<file path="src/hdl/counter_array_pkg.sv">
// constants, register map and carrier types of the counter array
`default_nettype none
package counter_array_pkg;

	// ========================================
	// geometry
	localparam int NUM_MODULES = 5;
	localparam logic [7:0] RESET_BYTE = 8'h00;
	localparam logic [15:0] COUNT_TOP = 16'hFFFF;
	localparam logic [7:0] LOW_TOP = 8'hFF;
	localparam logic [7:0] LOW_ZERO = 8'h00;

	// ========================================
	// register offsets
	localparam logic [7:0] ADDR_CTL = 8'hD8;
	localparam logic [7:0] ADDR_MODE = 8'hD9;
	localparam logic [7:0] ADDR_CPM_BASE = 8'hDA;
	localparam logic [7:0] ADDR_CNT_LO = 8'hE9;
	localparam logic [7:0] ADDR_CNT_HI = 8'hF9;
	localparam logic [7:0] ADDR_CPL_BASE = 8'hEA;
	localparam logic [7:0] ADDR_CPH_BASE = 8'hFA;

	// ========================================
	// field positions
	localparam int CTL_OVF_BIT = 7;
	localparam int CTL_RUN_BIT = 6;
	localparam int MD_IDLE_BIT = 7;
	localparam int MD_TSEL_HI = 2;
	localparam int MD_TSEL_LO = 1;
	localparam int MD_OVFIE_BIT = 0;

	// ========================================
	// timebase selection and dividers
	localparam logic [1:0] TSEL_DIV12 = 2'h0;
	localparam logic [1:0] TSEL_DIV4 = 2'h1;
	localparam logic [1:0] TSEL_T0 = 2'h2;
	localparam logic [1:0] TSEL_EXT = 2'h3;
	localparam logic [3:0] DIV_SLOW = 4'hC;
	localparam logic [3:0] DIV_FAST = 4'h4;

	// ========================================
	// carriers
	typedef struct packed {
		logic spare;
		logic compare_enable;
		logic rise_capture_enable;
		logic fall_capture_enable;
		logic match_flag_enable;
		logic toggle_enable;
		logic pulse_width_enable;
		logic module_irq_enable;
	} module_mode_t;

	typedef struct packed {
		logic [7:0] addr;
		logic [7:0] wr_data;
		logic wr_en;
		logic rd_en;
	} reg_req_t;

endpackage : counter_array_pkg
`default_nettype wire

</file>
<file path="src/hdl/cc_channel.sv">
// one capture/compare module of the counter array
`default_nettype none
module cc_channel (
	// clock and reset
	input wire logic sys_clk,
	input wire logic rst,
	// configuration and shared count
	input wire counter_array_pkg::module_mode_t mode,
	input wire logic active,
	input wire logic [15:0] count,
	input wire logic moved,
	// software writes to the value bytes
	input wire logic wr_lo,
	input wire logic wr_hi,
	input wire logic [7:0] wr_data,
	// module line and results
	input wire logic line_in,
	output logic line_out,
	output logic [15:0] value,
	output logic event_hit
);
	import counter_array_pkg::*;

	logic line_prev_reg;
	logic [7:0] lo_reg;
	logic [7:0] hi_reg;
	logic cap_mode;
	logic cap_now;
	logic match_hit;
	logic pwm_mode;
	logic tog_mode;

	// ========================================
	// mode decode
	assign cap_mode = !mode.match_flag_enable && !mode.toggle_enable &&
		!mode.pulse_width_enable;
	assign cap_now = cap_mode && active && ((mode.rise_capture_enable &&
		line_in && !line_prev_reg) || (mode.fall_capture_enable &&
		!line_in && line_prev_reg));
	// moved marks the first cycle of a new count, so a match fires once
	assign match_hit = moved && mode.compare_enable &&
		count == value;
	assign pwm_mode = mode.compare_enable && mode.pulse_width_enable;
	assign tog_mode = mode.match_flag_enable && mode.toggle_enable;
	assign event_hit = cap_now ||
		(match_hit && mode.match_flag_enable);
	assign value = {hi_reg, lo_reg};

	always_ff @(posedge sys_clk or posedge rst) begin
		if (rst) begin
			line_prev_reg <= 1'b0;
		end else begin
			line_prev_reg <= line_in;
		end
	end

	// ========================================
	// value bytes; a capture beats a software write
	always_ff @(posedge sys_clk or posedge rst) begin
		if (rst) begin
			lo_reg <= RESET_BYTE;
		end else if (cap_now) begin
			lo_reg <= count[7:0];
		end else if (pwm_mode && moved && count[7:0] == LOW_ZERO) begin
			lo_reg <= hi_reg;
		end else if (wr_lo) begin
			lo_reg <= wr_data;
		end
	end

	always_ff @(posedge sys_clk or posedge rst) begin
		if (rst) begin
			hi_reg <= RESET_BYTE;
		end else if (cap_now) begin
			hi_reg <= count[15:8];
		end else if (wr_hi) begin
			hi_reg <= wr_data;
		end
	end

	// ========================================
	// line drive
	always_ff @(posedge sys_clk or posedge rst) begin
		if (rst) begin
			line_out <= 1'b0;
		end else if (pwm_mode && moved) begin
			if (count[7:0] == lo_reg) begin
				line_out <= 1'b1;
			end else if (count[7:0] == LOW_ZERO) begin
				line_out <= 1'b0;
			end
		end else if (!pwm_mode && tog_mode && match_hit) begin
			line_out <= !line_out;
		end
	end
endmodule : cc_channel
`default_nettype wire

</file>
<file path="src/hdl/counter_array.sv">
// counter array: shared timebase and counter, five modules, register port
//
// Decided for this implementation: the address map and the strobed register port.
`default_nettype none

// Notes on behaviour
// - one 16-bit counter, five capture/compare modules
// - timebase: clk/12, clk/4, timer0, count falls
// - capture enables choose rising, falling or both
// - capture copies counter into module value
// - capture sets sticky module flag, software clears
// - compare plus match: equality sets module flag
// - toggle mode: each equality inverts the line
// - compare plus pwm enable gives pwm mode
// - pwm: low byte equal drives line high
// - pwm: low byte overflow drives line low
// - pwm: low byte wrap reloads from high
// - low byte read snapshots high byte
// - counter reads never disturb counting
// - counter wrap sets overflow flag, may interrupt
// - overflow flag sticky until software writes zero
// - module enable gates its flag to interrupt
// - interrupts need global and array enables
// - idle suspend clear: runs during idle
// - modules are configured independently
// - idle suspend set: halts during idle
// - run bit starts and stops the counter
module counter_array (
	// clock and reset
	input wire logic sys_clk,
	input wire logic rst,
	// register port
	input wire counter_array_pkg::reg_req_t req,
	output logic [7:0] rd_data,
	// system context
	input wire logic global_irq_enable,
	input wire logic array_irq_enable,
	input wire logic cpu_idle,
	input wire logic timer0_overflow,
	input wire logic external_count_input,
	// module lines
	input wire logic [4:0] module_io_line_in,
	output logic [4:0] module_io_line_out,
	output logic [4:0] module_io_line_oe,
	// interrupt request
	output logic irq_req
);
	import counter_array_pkg::*;

	// ========================================
	// address decode helpers
	function automatic logic in_bank(input logic [7:0] a,
		input logic [7:0] base);
		return a >= base && a < base + 8'(NUM_MODULES);
	endfunction : in_bank

	function automatic logic [2:0] bank_idx(input logic [7:0] a,
		input logic [7:0] base);
		logic [7:0] d;
		d = a - base;
		return d[2:0];
	endfunction : bank_idx

	// ========================================
	// state
	logic [15:0] count_reg;
	logic [15:0] count_next;
	logic [7:0] snap_reg;
	logic [3:0] presc_reg;
	logic eci_prev_reg;
	logic moved_reg;
	logic counter_run_reg;
	logic count_overflow_flag_reg;
	logic [4:0] module_event_flag_reg;
	logic idle_suspend_reg;
	logic [1:0] tsel_reg;
	logic overflow_irq_enable_reg;
	module_mode_t mode_reg [NUM_MODULES];
	logic [15:0] value [NUM_MODULES];
	logic [4:0] event_hit;
	logic [4:0] wr_lo;
	logic [4:0] wr_hi;
	logic [4:0] irq_en_mask;
	logic tick_slow;
	logic tick_fast;
	logic eci_fall;
	logic tick_sel;
	logic active;
	logic step;
	logic wr_ctl;
	logic wr_mode;

	assign wr_ctl = req.wr_en && req.addr == ADDR_CTL;
	assign wr_mode = req.wr_en && req.addr == ADDR_MODE;

	// ========================================
	// timebase
	// one divider serves both rates: four divides twelve evenly
	always_ff @(posedge sys_clk or posedge rst) begin
		if (rst) begin
			presc_reg <= 4'h0;
		end else if (presc_reg == DIV_SLOW - 4'h1) begin
			presc_reg <= 4'h0;
		end else begin
			presc_reg <= presc_reg + 4'h1;
		end
	end

	always_ff @(posedge sys_clk or posedge rst) begin
		if (rst) begin
			eci_prev_reg <= 1'b0;
		end else begin
			eci_prev_reg <= external_count_input;
		end
	end

	assign tick_slow = presc_reg == DIV_SLOW - 4'h1;
	assign tick_fast = presc_reg[1:0] == 2'(DIV_FAST - 4'h1);
	// edges closer than one cycle apart cannot both be seen
	assign eci_fall = eci_prev_reg && !external_count_input;

	always_comb begin
		unique case (tsel_reg)
			TSEL_DIV12: tick_sel = tick_slow;
			TSEL_DIV4: tick_sel = tick_fast;
			TSEL_T0: tick_sel = timer0_overflow;
			TSEL_EXT: tick_sel = eci_fall;
		endcase
	end

	assign active = !(idle_suspend_reg && cpu_idle);
	assign step = counter_run_reg && active && tick_sel;
	assign count_next = count_reg + 16'h0001;

	// ========================================
	// counter; reads never touch it
	always_ff @(posedge sys_clk or posedge rst) begin
		if (rst) begin
			count_reg <= 16'h0000;
		end else if (step) begin
			count_reg <= count_next;
		end
	end

	always_ff @(posedge sys_clk or posedge rst) begin
		if (rst) begin
			moved_reg <= 1'b0;
		end else begin
			moved_reg <= step;
		end
	end

	always_ff @(posedge sys_clk or posedge rst) begin
		if (rst) begin
			snap_reg <= RESET_BYTE;
		end else if (req.rd_en && req.addr == ADDR_CNT_LO) begin
			snap_reg <= count_reg[15:8];
		end
	end

	// ========================================
	// control and mode registers; hardware set wins over a clear
	always_ff @(posedge sys_clk or posedge rst) begin
		if (rst) begin
			count_overflow_flag_reg <= 1'b0;
		end else begin
			count_overflow_flag_reg <= (wr_ctl ? req.wr_data[CTL_OVF_BIT] :
				count_overflow_flag_reg) ||
				(step && count_reg == COUNT_TOP);
		end
	end

	always_ff @(posedge sys_clk or posedge rst) begin
		if (rst) begin
			module_event_flag_reg <= 5'h00;
		end else begin
			module_event_flag_reg <= (wr_ctl ? req.wr_data[4:0] :
				module_event_flag_reg) | event_hit;
		end
	end

	always_ff @(posedge sys_clk or posedge rst) begin
		if (rst) begin
			counter_run_reg <= 1'b0;
		end else if (wr_ctl) begin
			counter_run_reg <= req.wr_data[CTL_RUN_BIT];
		end
	end

	always_ff @(posedge sys_clk or posedge rst) begin
		if (rst) begin
			idle_suspend_reg <= 1'b0;
			tsel_reg <= TSEL_DIV12;
			overflow_irq_enable_reg <= 1'b0;
		end else if (wr_mode) begin
			idle_suspend_reg <= req.wr_data[MD_IDLE_BIT];
			tsel_reg <= req.wr_data[MD_TSEL_HI:MD_TSEL_LO];
			overflow_irq_enable_reg <= req.wr_data[MD_OVFIE_BIT];
		end
	end

	always_ff @(posedge sys_clk or posedge rst) begin
		if (rst) begin
			for (int i = 0; i < NUM_MODULES; i++) begin
				mode_reg[i] <= '0;
			end
		end else if (req.wr_en && in_bank(req.addr, ADDR_CPM_BASE)) begin
			mode_reg[bank_idx(req.addr, ADDR_CPM_BASE)] <=
				{1'b0, req.wr_data[6:0]};
		end
	end

	// ========================================
	// modules
	generate
		for (genvar g = 0; g < NUM_MODULES; g++) begin : g_mod
			assign wr_lo[g] = req.wr_en &&
				req.addr == ADDR_CPL_BASE + 8'(g);
			assign wr_hi[g] = req.wr_en &&
				req.addr == ADDR_CPH_BASE + 8'(g);
			assign irq_en_mask[g] = mode_reg[g].module_irq_enable;
			cc_channel u_channel (
				.sys_clk(sys_clk),
				.rst(rst),
				.mode(mode_reg[g]),
				.active(active),
				.count(count_reg),
				.moved(moved_reg),
				.wr_lo(wr_lo[g]),
				.wr_hi(wr_hi[g]),
				.wr_data(req.wr_data),
				.line_in(module_io_line_in[g]),
				.line_out(module_io_line_out[g]),
				.value(value[g]),
				.event_hit(event_hit[g])
			);
		end
	endgenerate

	// the line is driven only in toggle or pwm modes
	always_ff @(posedge sys_clk or posedge rst) begin
		if (rst) begin
			module_io_line_oe <= 5'h00;
		end else begin
			for (int i = 0; i < NUM_MODULES; i++) begin
				module_io_line_oe[i] <= mode_reg[i].compare_enable &&
					(mode_reg[i].pulse_width_enable ||
					(mode_reg[i].match_flag_enable &&
					mode_reg[i].toggle_enable));
			end
		end
	end

	// ========================================
	// interrupt request
	// a flag whose own enable is clear never reaches the request, so
	// software may poll it without taking interrupts
	always_ff @(posedge sys_clk or posedge rst) begin
		if (rst) begin
			irq_req <= 1'b0;
		end else begin
			irq_req <= global_irq_enable && array_irq_enable &&
				((count_overflow_flag_reg && overflow_irq_enable_reg) ||
				|(module_event_flag_reg & irq_en_mask));
		end
	end

	// ========================================
	// read data, valid the cycle after the strobe
	always_ff @(posedge sys_clk or posedge rst) begin
		if (rst) begin
			rd_data <= RESET_BYTE;
		end else if (!req.rd_en) begin
			rd_data <= RESET_BYTE;
		end else if (req.addr == ADDR_CTL) begin
			rd_data <= {count_overflow_flag_reg, counter_run_reg, 1'b0,
				module_event_flag_reg};
		end else if (req.addr == ADDR_MODE) begin
			rd_data <= {idle_suspend_reg, 4'h0, tsel_reg,
				overflow_irq_enable_reg};
		end else if (req.addr == ADDR_CNT_LO) begin
			rd_data <= count_reg[7:0];
		end else if (req.addr == ADDR_CNT_HI) begin
			rd_data <= snap_reg;
		end else if (in_bank(req.addr, ADDR_CPM_BASE)) begin
			rd_data <= mode_reg[bank_idx(req.addr, ADDR_CPM_BASE)];
		end else if (in_bank(req.addr, ADDR_CPL_BASE)) begin
			rd_data <= value[bank_idx(req.addr, ADDR_CPL_BASE)][7:0];
		end else if (in_bank(req.addr, ADDR_CPH_BASE)) begin
			rd_data <= value[bank_idx(req.addr, ADDR_CPH_BASE)][15:8];
		end else begin
			rd_data <= RESET_BYTE;
		end
	end
endmodule : counter_array
`default_nettype wire

</file>
<file path="config.mk">
export PLATFORM = sky130hd
export DESIGN_NAME = counter_array
export DESIGN_NICKNAME = d
export VERILOG_FILES = /design/src/hdl/counter_array_pkg.sv /design/src/hdl/cc_channel.sv /design/src/hdl/counter_array.sv
export SDC_FILE = /design/constraint.sdc
export NUM_CORES = 1
export LEC_CHECK = 0
export BUFFER_PORTS_ARGS = -buffer_cell sky130_fd_sc_hd__buf_4
export CORE_ASPECT_RATIO = 1.5
export CORE_UTILIZATION = 50
export CTS_BUF_LIST = sky130_fd_sc_hd__clkbuf_4
export DETAILED_ROUTE_END_ITERATION = 8
export PLACE_DENSITY_LB_ADDON = 0.15
export SYNTH_ARGS = -nofsm -noshare
export SYNTH_HDL_FRONTEND = slang
export SYNTH_SLANG_ARGS = --single-unit
export TNS_END_PERCENT = 5
</file>
<file path="constraint.sdc">
create_clock -name sys_clk -period 7.6 [get_ports sys_clk]
set_clock_uncertainty 0.15 [all_clocks]
set_input_delay 0.38 -clock sys_clk [delete_from_list [all_inputs] [get_ports sys_clk]]
set_output_delay 0.38 -clock sys_clk [all_outputs]
set_load 0.02 [all_outputs]
</file>
==> impl_metrics.env, run 1 <==
export IMPL_outcome="finished clean"
export IMPL_gr_total_overflow=0
export IMPL_slew_headroom_pct=24.9
export IMPL_synth_top_area_cell="dfrtp_1"
export IMPL_insertion_delay_ns=0.64
export IMPL_dieHeight_um=185
export IMPL_tns_ns=0
export IMPL_ys_seq_area_share_pct=40.5
export IMPL_wire_per_inst_um=27.3
export IMPL_drt_drc_violations_left=0
export IMPL_synth_top_area_share_pct=40.5
export IMPL_arrival_ns=3.97
export IMPL_cp_start_kind="flop"
export IMPL_grt_pass1_vias=8820
export IMPL_min_period_ns=3.60
export IMPL_syn_to_final_growth_pct=7.96
export IMPL_finalWorstSetupSlack_ns=4.00
export IMPL_start_util_pct=51.1
export IMPL_power_switching_mw=0.860
export IMPL_cts_sinks=180
export IMPL_ys_top_cells_by_area="dfrtp_1 41%, mux2i_1 10%, mux2_2 9.8%"
export IMPL_p_seq_share_pct=53.6
export IMPL_final_cell_mix="180 x dfrtp_1, 116 x mux2i_1, 97 x mux2_2"
export IMPL_hold_violations=0
export IMPL_synth_nets=1144
export IMPL_grt_start_max_net_pins=124
export IMPL_hp_class="input pin to flop"
export IMPL_stdcell_area_um2=12000
export IMPL_grt_antenna_before_repair=1
export IMPL_dp_cells=1358
export IMPL_peakVddDrop_uv=121
export IMPL_drtIter0Drc=931
export IMPL_drive_above_1_share_pct=19.4
export IMPL_post_dp_hpwl_um=26700
export IMPL_synthesis_area_um2=11100
export IMPL_syn_mean_instance_area_um2=10.0
export IMPL_cap_violations=0
export IMPL_ys_types=67
export IMPL_tightest_slew_ns=1.13
export IMPL_crit_family="compound AO/OA/AOI/OAI gates"
export IMPL_grt_first_pass_wirelength_um=57600
export IMPL_crit_path_end_kind="flop"
export IMPL_nets=1153
export IMPL_pwr_share_comb_pct=21.5
export IMPL_stdcell_count=1403
export IMPL_vias=8976
export IMPL_async_reset_ff_share_pct=100
export IMPL_placed_cell_area_um2=11600
export IMPL_numCtsBuffers=17
export IMPL_worstSetupPathType="flop to flop"
export IMPL_intPower_mw=1.55
export IMPL_slowest_delay_ns=0.92
export IMPL_p_leak_nw=5.89
export IMPL_nFillCells=1986
export IMPL_track_usage_pct=35.6
export IMPL_fmax_mhz=278
export IMPL_ctsResizeCount=0
export IMPL_drt_pass1_iterations=6
export IMPL_power_density_nw_per_um2=201
export IMPL_timing_critical_path_buf_inv=1
export IMPL_swShare_pct=35.6
export IMPL_die_x_um=124
export IMPL_finalWirelength_um=38300
export IMPL_hold_buffers=12
export IMPL_postCtsSetupBuffers=0
export IMPL_ys_flop_type="dfrtp_1"
export IMPL_post_place_ws_ns=4.14
export IMPL_syn_inst=1108
export IMPL_htree_levels=4
export IMPL_coreArea_um2=21700
export IMPL_setup_viol=0
export IMPL_cts_tree="built"
export IMPL_via_per_inst=6.40
export IMPL_p_clk_share_pct=24.8
export IMPL_rsz0062_at_grt="no"
export IMPL_maxSlewViolCount=0
export IMPL_gp_congestion=0.992
export IMPL_crit_required_ns=7.96
export IMPL_hold_ws_ns=0.0518
export IMPL_dieArea_um2=22800
export IMPL_synth_warnings=0
export IMPL_ioPinCount=49
export IMPL_synth_seq_cells=180
export IMPL_cpMaxStageDelayCell="a21boi_1"
export IMPL_period_share_pct=47.4
export IMPL_critical_path_cell_chain="inv_1 > ha_1 > and4bb_1 > nand4_2 > a21boi_1 > mux2i_1 > o21ai_1"
export IMPL_cts_buffer_depth=2
export IMPL_synth_edff_count=0
export IMPL_final_common_cell="dfrtp_1"
export IMPL_io_buffer_count=48
export IMPL_clk_pin_slew_worst_paths_ns=0.16
export IMPL_ant_nets=0
export IMPL_cts_root_buffer="clkbuf_4"
export IMPL_crit_fanout=15
export IMPL_row_count=66
-- tightest hold or removal path: stages --
cell and delay [ns]:
buf_4 0.16, inv_1 0.09, o211ai_1 0.08, o21ai_0 0.08
-- synthesized netlist by cell type, types with 4 or more instances --
cell	n
nand4_1	22
buf_4	5
a32o_1	5
buf_1	5
nor2b_1	14
ha_1	6
inv_1	16
nand2b_1	7
xor2_1	44
and3b_1	9
mux2i_1	116
o221ai_1	7
buf_2	30
nand2_1	81
a21oi_2	4
mux2_2	97
a221oi_1	4
nor4_1	9
nand4_2	4
a21oi_1	69
and3_1	13
o22ai_1	11
nor3_1	10
a31oi_1	4
nor2_1	67
o2bb2ai_1	5
o21ai_1	6
xnor2_1	52
dfrtp_1	180
clkbuf_1	45
o22a_1	6
o21ai_0	54
o211ai_1	6
a211oi_1	4
a21boi_1	4
nand3_1	29
a22oi_1	10
-- final cells by class --
cell class / count / area [um^2] / share of cell area [%]
Inverter: 16 / 67.6 / 0.563
Sequential cell: 180 / 4500 / 37.6
Timing Repair Buffer: 78 / 616 / 5.13
Clock buffer: 17 / 128 / 1.06
Multi-Input combinational cell: 824 / 6150 / 51.3
Tap cell: 272 / 340 / 2.84
Antenna cell: 1 / 2.50 / 0.0209
Clock inverter: 15 / 181 / 1.51
-- metal layers --
layer	up-vias	share of wire [%]	GRT usage, %	wire, um
met1	4453	39	44.7	15000
met3	115	6.2	5.88	2370
li1	4013	-	-	-
met5	-	0	0	0
met2	395	48	56.4	18500
met4	0	6.3	22.4	2430
-- worst paths after layout --
check | startpoint | to | slack (ns) | cells after the start
setup / recovery | count_reg[0] | g_mod[0].u_channel.lo_reg[7] | 4.00 | 7
hold / removal | req[14] | rd_data[5] | 0.05 | 4
setup reg to reg | count_reg[0] | g_mod[0].u_channel.lo_reg[7] | 4.00 | 7
hold reg to reg | presc_reg[0] | presc_reg[0] | 0.32 | 1
max in group asynchronous | rst | irq_en_mask[2] | 5.77 | 4
min in group asynchronous | rst | g_mod[2].u_channel.hi_reg[2] | 0.26 | 3
-- through the flow --
| step | util (%) | total power, mW |
|---|---|---|
| finish | 55.2 | 2.41 |
| global placement | 53.2 | 1.80 |
| global route | 55.2 | 2.52 |
| floorplan | - | 1.59 |
| CTS | 55.2 | 2.42 |
| detailed placement | 53.2 | 1.82 |
-- logic make-up after synthesis --
kind of cell / count (synthesis) / synth area share (%)
AO/OA/AOI/OAI: 219 / 12.8
XOR/XNOR: 96 / 7.57
adder cells (fa/ha/maj): 6 / 0.676
buffers and inverters: 104 / 4.05
flip-flops: 180 / 40.5
multiplexers: 215 / 20.7
AND/OR/NAND/NOR: 288 / 13.7
-- power by group through the flow --
stage / clock [mW] / combinational, mW / sequential [mW]
floorplan: 0 / 0.390 / 1.20
global placement: 0 / 0.496 / 1.31
detailed placement: 0 / 0.510 / 1.31
CTS: 0.611 / 0.516 / 1.29
global route: 0.648 / 0.567 / 1.30
finish: 0.599 / 0.520 / 1.29
Note: power is estimated with default switching activity, not from simulation.
==> run 2, diff against run 1 <==
==> constraint.sdc (replaced) <==
create_clock -name sys_clk -period 3.25 [get_ports sys_clk]
set_clock_uncertainty 0.15 [all_clocks]
set_input_delay 0.1625 -clock sys_clk [delete_from_list [all_inputs] [get_ports sys_clk]]
set_output_delay 0.1625 -clock sys_clk [all_outputs]
set_load 0.02 [all_outputs]
==> run 2 against run 1 <==
Against the previous run: clock power increased by 110%; worst hold slack got worse by 0.0094 ns; final cell count increased by 2.9%; combinational power increased by 150%; power increased by 130%; highest routed layer unchanged; non-clock buffer count increased by 41; critical path depth increased by 3; sequential power increased by 130%; die area unchanged; register-to-register slack got worse by 3.4 ns; utilization increased by 1.5 points; wire length increased by 1.4%.
==> impl_metrics.env, run 2 (synthesis results as in run 1) <==
export IMPL_outcome="finished clean"
export IMPL_grt_first_pass_wirelength_um=58500
export IMPL_regToRegStartpoint="count_reg[0]"
export IMPL_numCtsBuffers=17
export IMPL_arrival_ns=3.53
export IMPL_drt_pass1_iterations=8
export IMPL_tns_ns=0
export IMPL_syn_to_final_growth_pct=10.9
export IMPL_p_seq_share_pct=54.2
export IMPL_drive_above_1_share_pct=20.8
export IMPL_power_switching_mw=1.94
export IMPL_stdcell_count=1443
export IMPL_slew_headroom_pct=25.4
export IMPL_maxSlewViolCount=0
export IMPL_peakVddDrop_uv=353
export IMPL_coreArea_um2=21700
export IMPL_final_common_cell="dfrtp_1"
export IMPL_grt_pass1_vias=9072
export IMPL_tightest_slew_ns=1.12
export IMPL_gp_congestion=0.988
export IMPL_swShare_pct=35.2
export IMPL_grt_start_max_net_pins=75
export IMPL_ioPinCount=49
export IMPL_fmax_mhz=320
export IMPL_drt_drc_violations_left=0
export IMPL_pwr_share_comb_pct=23.2
export IMPL_min_period_ns=3.12
export IMPL_cp_startpoint="req[12]"
export IMPL_final_cell_mix="180 x dfrtp_1, 116 x mux2i_1, 97 x mux2_2"
export IMPL_nets=1194
export IMPL_via_per_inst=6.40
export IMPL_cts_sinks=180
export IMPL_dieHeight_um=185
export IMPL_crit_fanout=10
export IMPL_wire_per_inst_um=26.9
export IMPL_htree_levels=4
export IMPL_clk_pin_slew_worst_paths_ns=0.14
export IMPL_drtIter0Drc=839
export IMPL_finalWirelength_um=38800
export IMPL_cp_start_kind="input pin"
export IMPL_dp_cells=1385
export IMPL_p_clk_share_pct=22.6
export IMPL_vias=9236
export IMPL_io_buffer_count=48
export IMPL_p_leak_nw=6.06
export IMPL_insertion_delay_ns=0.62
export IMPL_ant_nets=0
export IMPL_intPower_mw=3.58
export IMPL_cts_tree="built"
export IMPL_hold_violations=0
export IMPL_crit_required_ns=3.65
export IMPL_period_share_pct=96.1
export IMPL_hp_class="input pin to flop"
export IMPL_die_x_um=124
export IMPL_post_dp_hpwl_um=27600
export IMPL_gr_total_overflow=0
export IMPL_worstSetupPathType="input pin to flop"
export IMPL_cts_buffer_depth=2
export IMPL_setup_viol=0
export IMPL_row_count=66
export IMPL_grt_antenna_before_repair=2
export IMPL_rsz0062_at_grt="no"
export IMPL_dieArea_um2=22800
export IMPL_cts_root_buffer="clkbuf_4"
export IMPL_cap_violations=0
export IMPL_track_usage_pct=36.0
export IMPL_power_density_nw_per_um2=449
export IMPL_hp_start="cpu_idle"
export IMPL_start_util_pct=51.1
export IMPL_crit_path_end_kind="flop"
run 2: changes by cell type in the layout (fill, tap and decap cells not counted), sizes merged:
cell	before	now
dlygate4sd3	12	26
diode	1	2
bufinv	3	2
clkinv	6	7
buf	66	93
clkbuf	17	19
clkinvlp	4	3
inv	18	15
run 2: timing repair:
| action | CTS | global route |
|---|---|---|
| hold endpoints to repair | 284 | 0 |
| resized for setup | 0 | 0 |
| setup buffers | 0 | 0 |
| hold buffers | 26 | 0 |
run 2: routing by layer:
| layer | track usage [%] | routed length, um |
|---|---|---|
| met1 | 45.9 | 15300 |
| met2 | 56.1 | 18300 |
| met3 | 6.56 | 2610 |
| met4 | 21.7 | 2540 |
| met5 | 0 | 0 |
run 2: per-stage QoR:
stage               instance area [um^2]  hold slack, ns  power (mW)  utilization (%)  setup WS (ns)
floorplan                          11100          0.0439        3.73                -          0.358
global placement                   11800           0.112        4.23             54.3          0.393
detailed placement                 11800           0.118        4.27             54.3          0.386
CTS                                12300          0.0168        5.53             56.7          0.218
global route                       12300          0.0210        5.77             56.7         0.0811
finish                             12300          0.0425        5.53             56.7          0.127
run 2: power groups by stage:
| stage | clock network [mW] | logic [mW] | registers (mW) |
|---|---|---|---|
| floorplan | 0 | 0.913 | 2.82 |
| global placement | 0 | 1.21 | 3.02 |
| detailed placement | 0 | 1.25 | 3.02 |
| CTS | 1.28 | 1.27 | 2.98 |
| global route | 1.36 | 1.40 | 3.01 |
| finish | 1.25 | 1.28 | 2.99 |
run 2: final cells by class:
| class | instances | area, um^2 |
|---|---|---|
| fillers | 2008 | 9400 |
| multi-input cells | 824 | 6150 |
| flip-flops and latches | 180 | 4500 |
| repair buffers | 119 | 996 |
| well taps | 272 | 340 |
| clock buffers | 19 | 143 |
| clock inverters | 11 | 114 |
| inverters | 16 | 63.8 |
| diodes | 2 | 5.00 |
run 2: critical path, cell delays in order:
cell	delay, ns
dlygate4sd3_1	0.53
buf_4	0.17
inv_1	0.06
ha_1	0.22
nand2b_1	0.18
a2111oi_2	0.77
o21ai_1	0.21
a311o_1	0.41
a31oi_1	0.22
dlygate4sd3_1	0.58
run 2: final timing paths:
path / to / slack [ns] / cells past startpoint
max in group asynchronous: rd_data[2] / 1.50 / 5
worst max-delay path: rd_data[2] / 0.13 / 10
min in group asynchronous: g_mod[4].u_channel.lo_reg[3] / 0.58 / 4
worst min register to register: presc_reg[0] / 0.31 / 1
worst min-delay path: g_mod[0].u_channel.hi_reg[7] / 0.04 / 5
worst max register to register: g_mod[0].u_channel.lo_reg[3] / 0.58 / 7
==> run 3, diff against run 2 <==
--- a/config.mk
+++ b/config.mk
@@ -7,9 +7,11 @@
 export LEC_CHECK = 0
 export BUFFER_PORTS_ARGS = -buffer_cell sky130_fd_sc_hd__buf_4
 export CORE_ASPECT_RATIO = 1.5
-export CORE_UTILIZATION = 50
+export CORE_UTILIZATION = 45
 export CTS_BUF_LIST = sky130_fd_sc_hd__clkbuf_4
 export DETAILED_ROUTE_END_ITERATION = 8
+export GPL_TIMING_DRIVEN = 0
+export HOLD_SLACK_MARGIN = 0.06
 export PLACE_DENSITY_LB_ADDON = 0.15
 export SYNTH_ARGS = -nofsm -noshare
 export SYNTH_HDL_FRONTEND = slang
==> run 3 against run 2 <==
Against the previous run: the flow now finishes with violations (setup timing); sequential share of layout area is 0.78 points lower; sequential power hardly changed; worst hold slack better by 0.050 ns; combinational power hardly changed; critical endpoint unchanged; critical path depth is 3 higher; sequential cell count stayed put; largest power group unchanged.
==> impl_metrics.env, run 3 (synthesis results as in run 1) <==
export IMPL_grt_antenna_before_repair=1
export IMPL_period_share_pct=103
export IMPL_rsz0062_at_grt="yes"
export IMPL_fmax_mhz=300
export IMPL_syn_to_final_growth_pct=13.3
export IMPL_dieHeight_um=194
export IMPL_worstSetupPathType="input pin to flop"
export IMPL_post_place_ws_ns=-1.27
export IMPL_arrival_ns=3.69
export IMPL_tightest_slew_ns=1.08
export IMPL_final_cell_mix="179 x dfrtp_1, 116 x mux2i_1, 97 x mux2_2"
export IMPL_post_dp_hpwl_um=31800
export IMPL_htree_levels=4
export IMPL_io_buffer_count=42
export IMPL_drt_pass1_iterations=6
export IMPL_intPower_mw=3.60
export IMPL_regToRegStartpoint="count_reg[1]"
export IMPL_outcome="complete, but fails checks"
export IMPL_dieArea_um2=25300
export IMPL_crit_fanout=10
export IMPL_gp_congestion=0.998
export IMPL_power_density_nw_per_um2=443
export IMPL_hold_ws_ns=0.0926
export IMPL_row_count=70
export IMPL_grt_first_pass_wirelength_um=61800
export IMPL_clk_pin_slew_worst_paths_ns=0.15
export IMPL_finalWorstSetupSlack_ns=-0.0823
export IMPL_hold_violations=0
export IMPL_hp_class="input pin to flop"
export IMPL_final_core_util_pct=51.7
export IMPL_start_util_pct=45.6
export IMPL_postCtsSetupBuffers=0
export IMPL_tns_ns=-0.0904
export IMPL_drt_drc_violations_left=0
export IMPL_power_switching_mw=1.98
export IMPL_cap_violations=0
export IMPL_nFillCells=2376
export IMPL_maxSlewViolCount=0
export IMPL_die_x_um=130
export IMPL_reg2reg_slack_ns=0.04
export IMPL_ioPinCount=49
export IMPL_cp_start_kind="input pin"
export IMPL_drive_above_1_share_pct=19.9
export IMPL_insertion_delay_ns=0.62
export IMPL_wire_per_inst_um=27.4
export IMPL_stdcell_count=1545
export IMPL_slew_headroom_pct=27.5
export IMPL_stdcell_area_um2=12600
export IMPL_grt_start_max_net_pins=42
export IMPL_numCtsBuffers=17
export IMPL_cp_startpoint="req[11]"
export IMPL_p_total_mw=5.58
export IMPL_violations="setup timing"
export IMPL_vias=9442
export IMPL_dp_cells=1479
export IMPL_track_usage_pct=34.8
export IMPL_p_seq_share_pct=53.3
export IMPL_via_per_inst=6.11
export IMPL_crit_path_end_kind="flop"
export IMPL_nets=1243
export IMPL_ant_nets=0
export IMPL_cts_root_buffer="clkbuf_4"
export IMPL_cts_buffer_depth=2
export IMPL_setup_viol=2
export IMPL_p_clk_share_pct=23.2
export IMPL_pwr_share_comb_pct=23.5
export IMPL_cts_sinks=180
export IMPL_grt_pass1_vias=9435
export IMPL_placed_cell_area_um2=11900
export IMPL_swShare_pct=35.5
export IMPL_hp_start="req[11]"
export IMPL_finalWirelength_um=42300
export IMPL_gr_total_overflow=0
export IMPL_coreArea_um2=24300
export IMPL_drtIter0Drc=834
export IMPL_cts_tree="built"
export IMPL_p_leak_nw=6.12
export IMPL_min_period_ns=3.33
export IMPL_peakVddDrop_uv=239
export IMPL_final_common_cell="dfrtp_1"
export IMPL_crit_required_ns=3.61
-- run 3: cell types whose count changed in the layout (fill, tap and decap cells not counted), sizes merged --
cell / delta
buf: -6
dlygate4sd3: +9
clkinvlp: +1
inv: +2
diode: -1
clkbuf: +45
-- run 3: worst paths after layout --
path | cells past startpoint | to
worst max-delay path | 13 | rd_data[2]
worst min register to register | 1 | presc_reg[0]
worst max register to register | 9 | g_mod[1].u_channel.lo_reg[1]
max in group asynchronous | 7 | rd_data[1]
worst min-delay path | 4 | mode_reg[6]
min in group asynchronous | 4 | g_mod[0].u_channel.lo_reg[1]
-- run 3: final cells by class --
cell class	instances	area, um^2	area share [%]
tap	324	405	3.22
timing repair buffer	82	766	6.08
multi-input combinational	824	6180	49.1
sequential	180	4510	35.8
clock buffer	18	135	1.07
buffer	86	394	3.13
clock inverter	14	136	1.08
antenna	1	2.50	0.0199
inverter	16	63.8	0.507
-- run 3: worst max-delay path, cell delays in order --
cell	delay, ns
buf_4	0.09
buf_2	0.24
buf_2	0.35
inv_1	0.10
clkbuf_1	0.29
ha_1	0.41
buf_2	0.31
clkbuf_1	0.58
nand4b_1	0.16
o221ai_1	0.15
nand2_1	0.12
a311o_1	0.43
a31oi_1	0.27
-- run 3: power groups by stage --
stage               clock network [mW]  registers (mW)  logic, mW
CTS                               1.32            2.96       1.29
global placement                     0            2.99       1.23
global route                      1.41            2.99       1.42
detailed placement                   0            2.99       1.26
floorplan                            0            2.82      0.913
finish                            1.30            2.97       1.31
-- run 3: metal layers --
metal | GRT usage (%) | part of all wire [%] | up-vias | routed length (um)
met3 | 5.70 | 6.3 | 171 | 2650
met5 | 0 | 0 | - | 0
met4 | 26.8 | 9.0 | 0 | 3800
met2 | 54.1 | 47 | 492 | 19700
li1 | - | - | 4195 | -
met1 | 42.6 | 38 | 4584 | 16200
-- run 3: repair_timing --
| action | 4_1_cts | 5_1_grt |
|---|---|---|
| pin swaps | 0 | 0 |
| endpoints found under the hold margin | 255 | 0 |
| gates resized for setup | 7 | 4 |
| endpoints found under the setup margin | 47 | 31 |
| cloned | 0 | 0 |
| hold buffers | 35 | 0 |
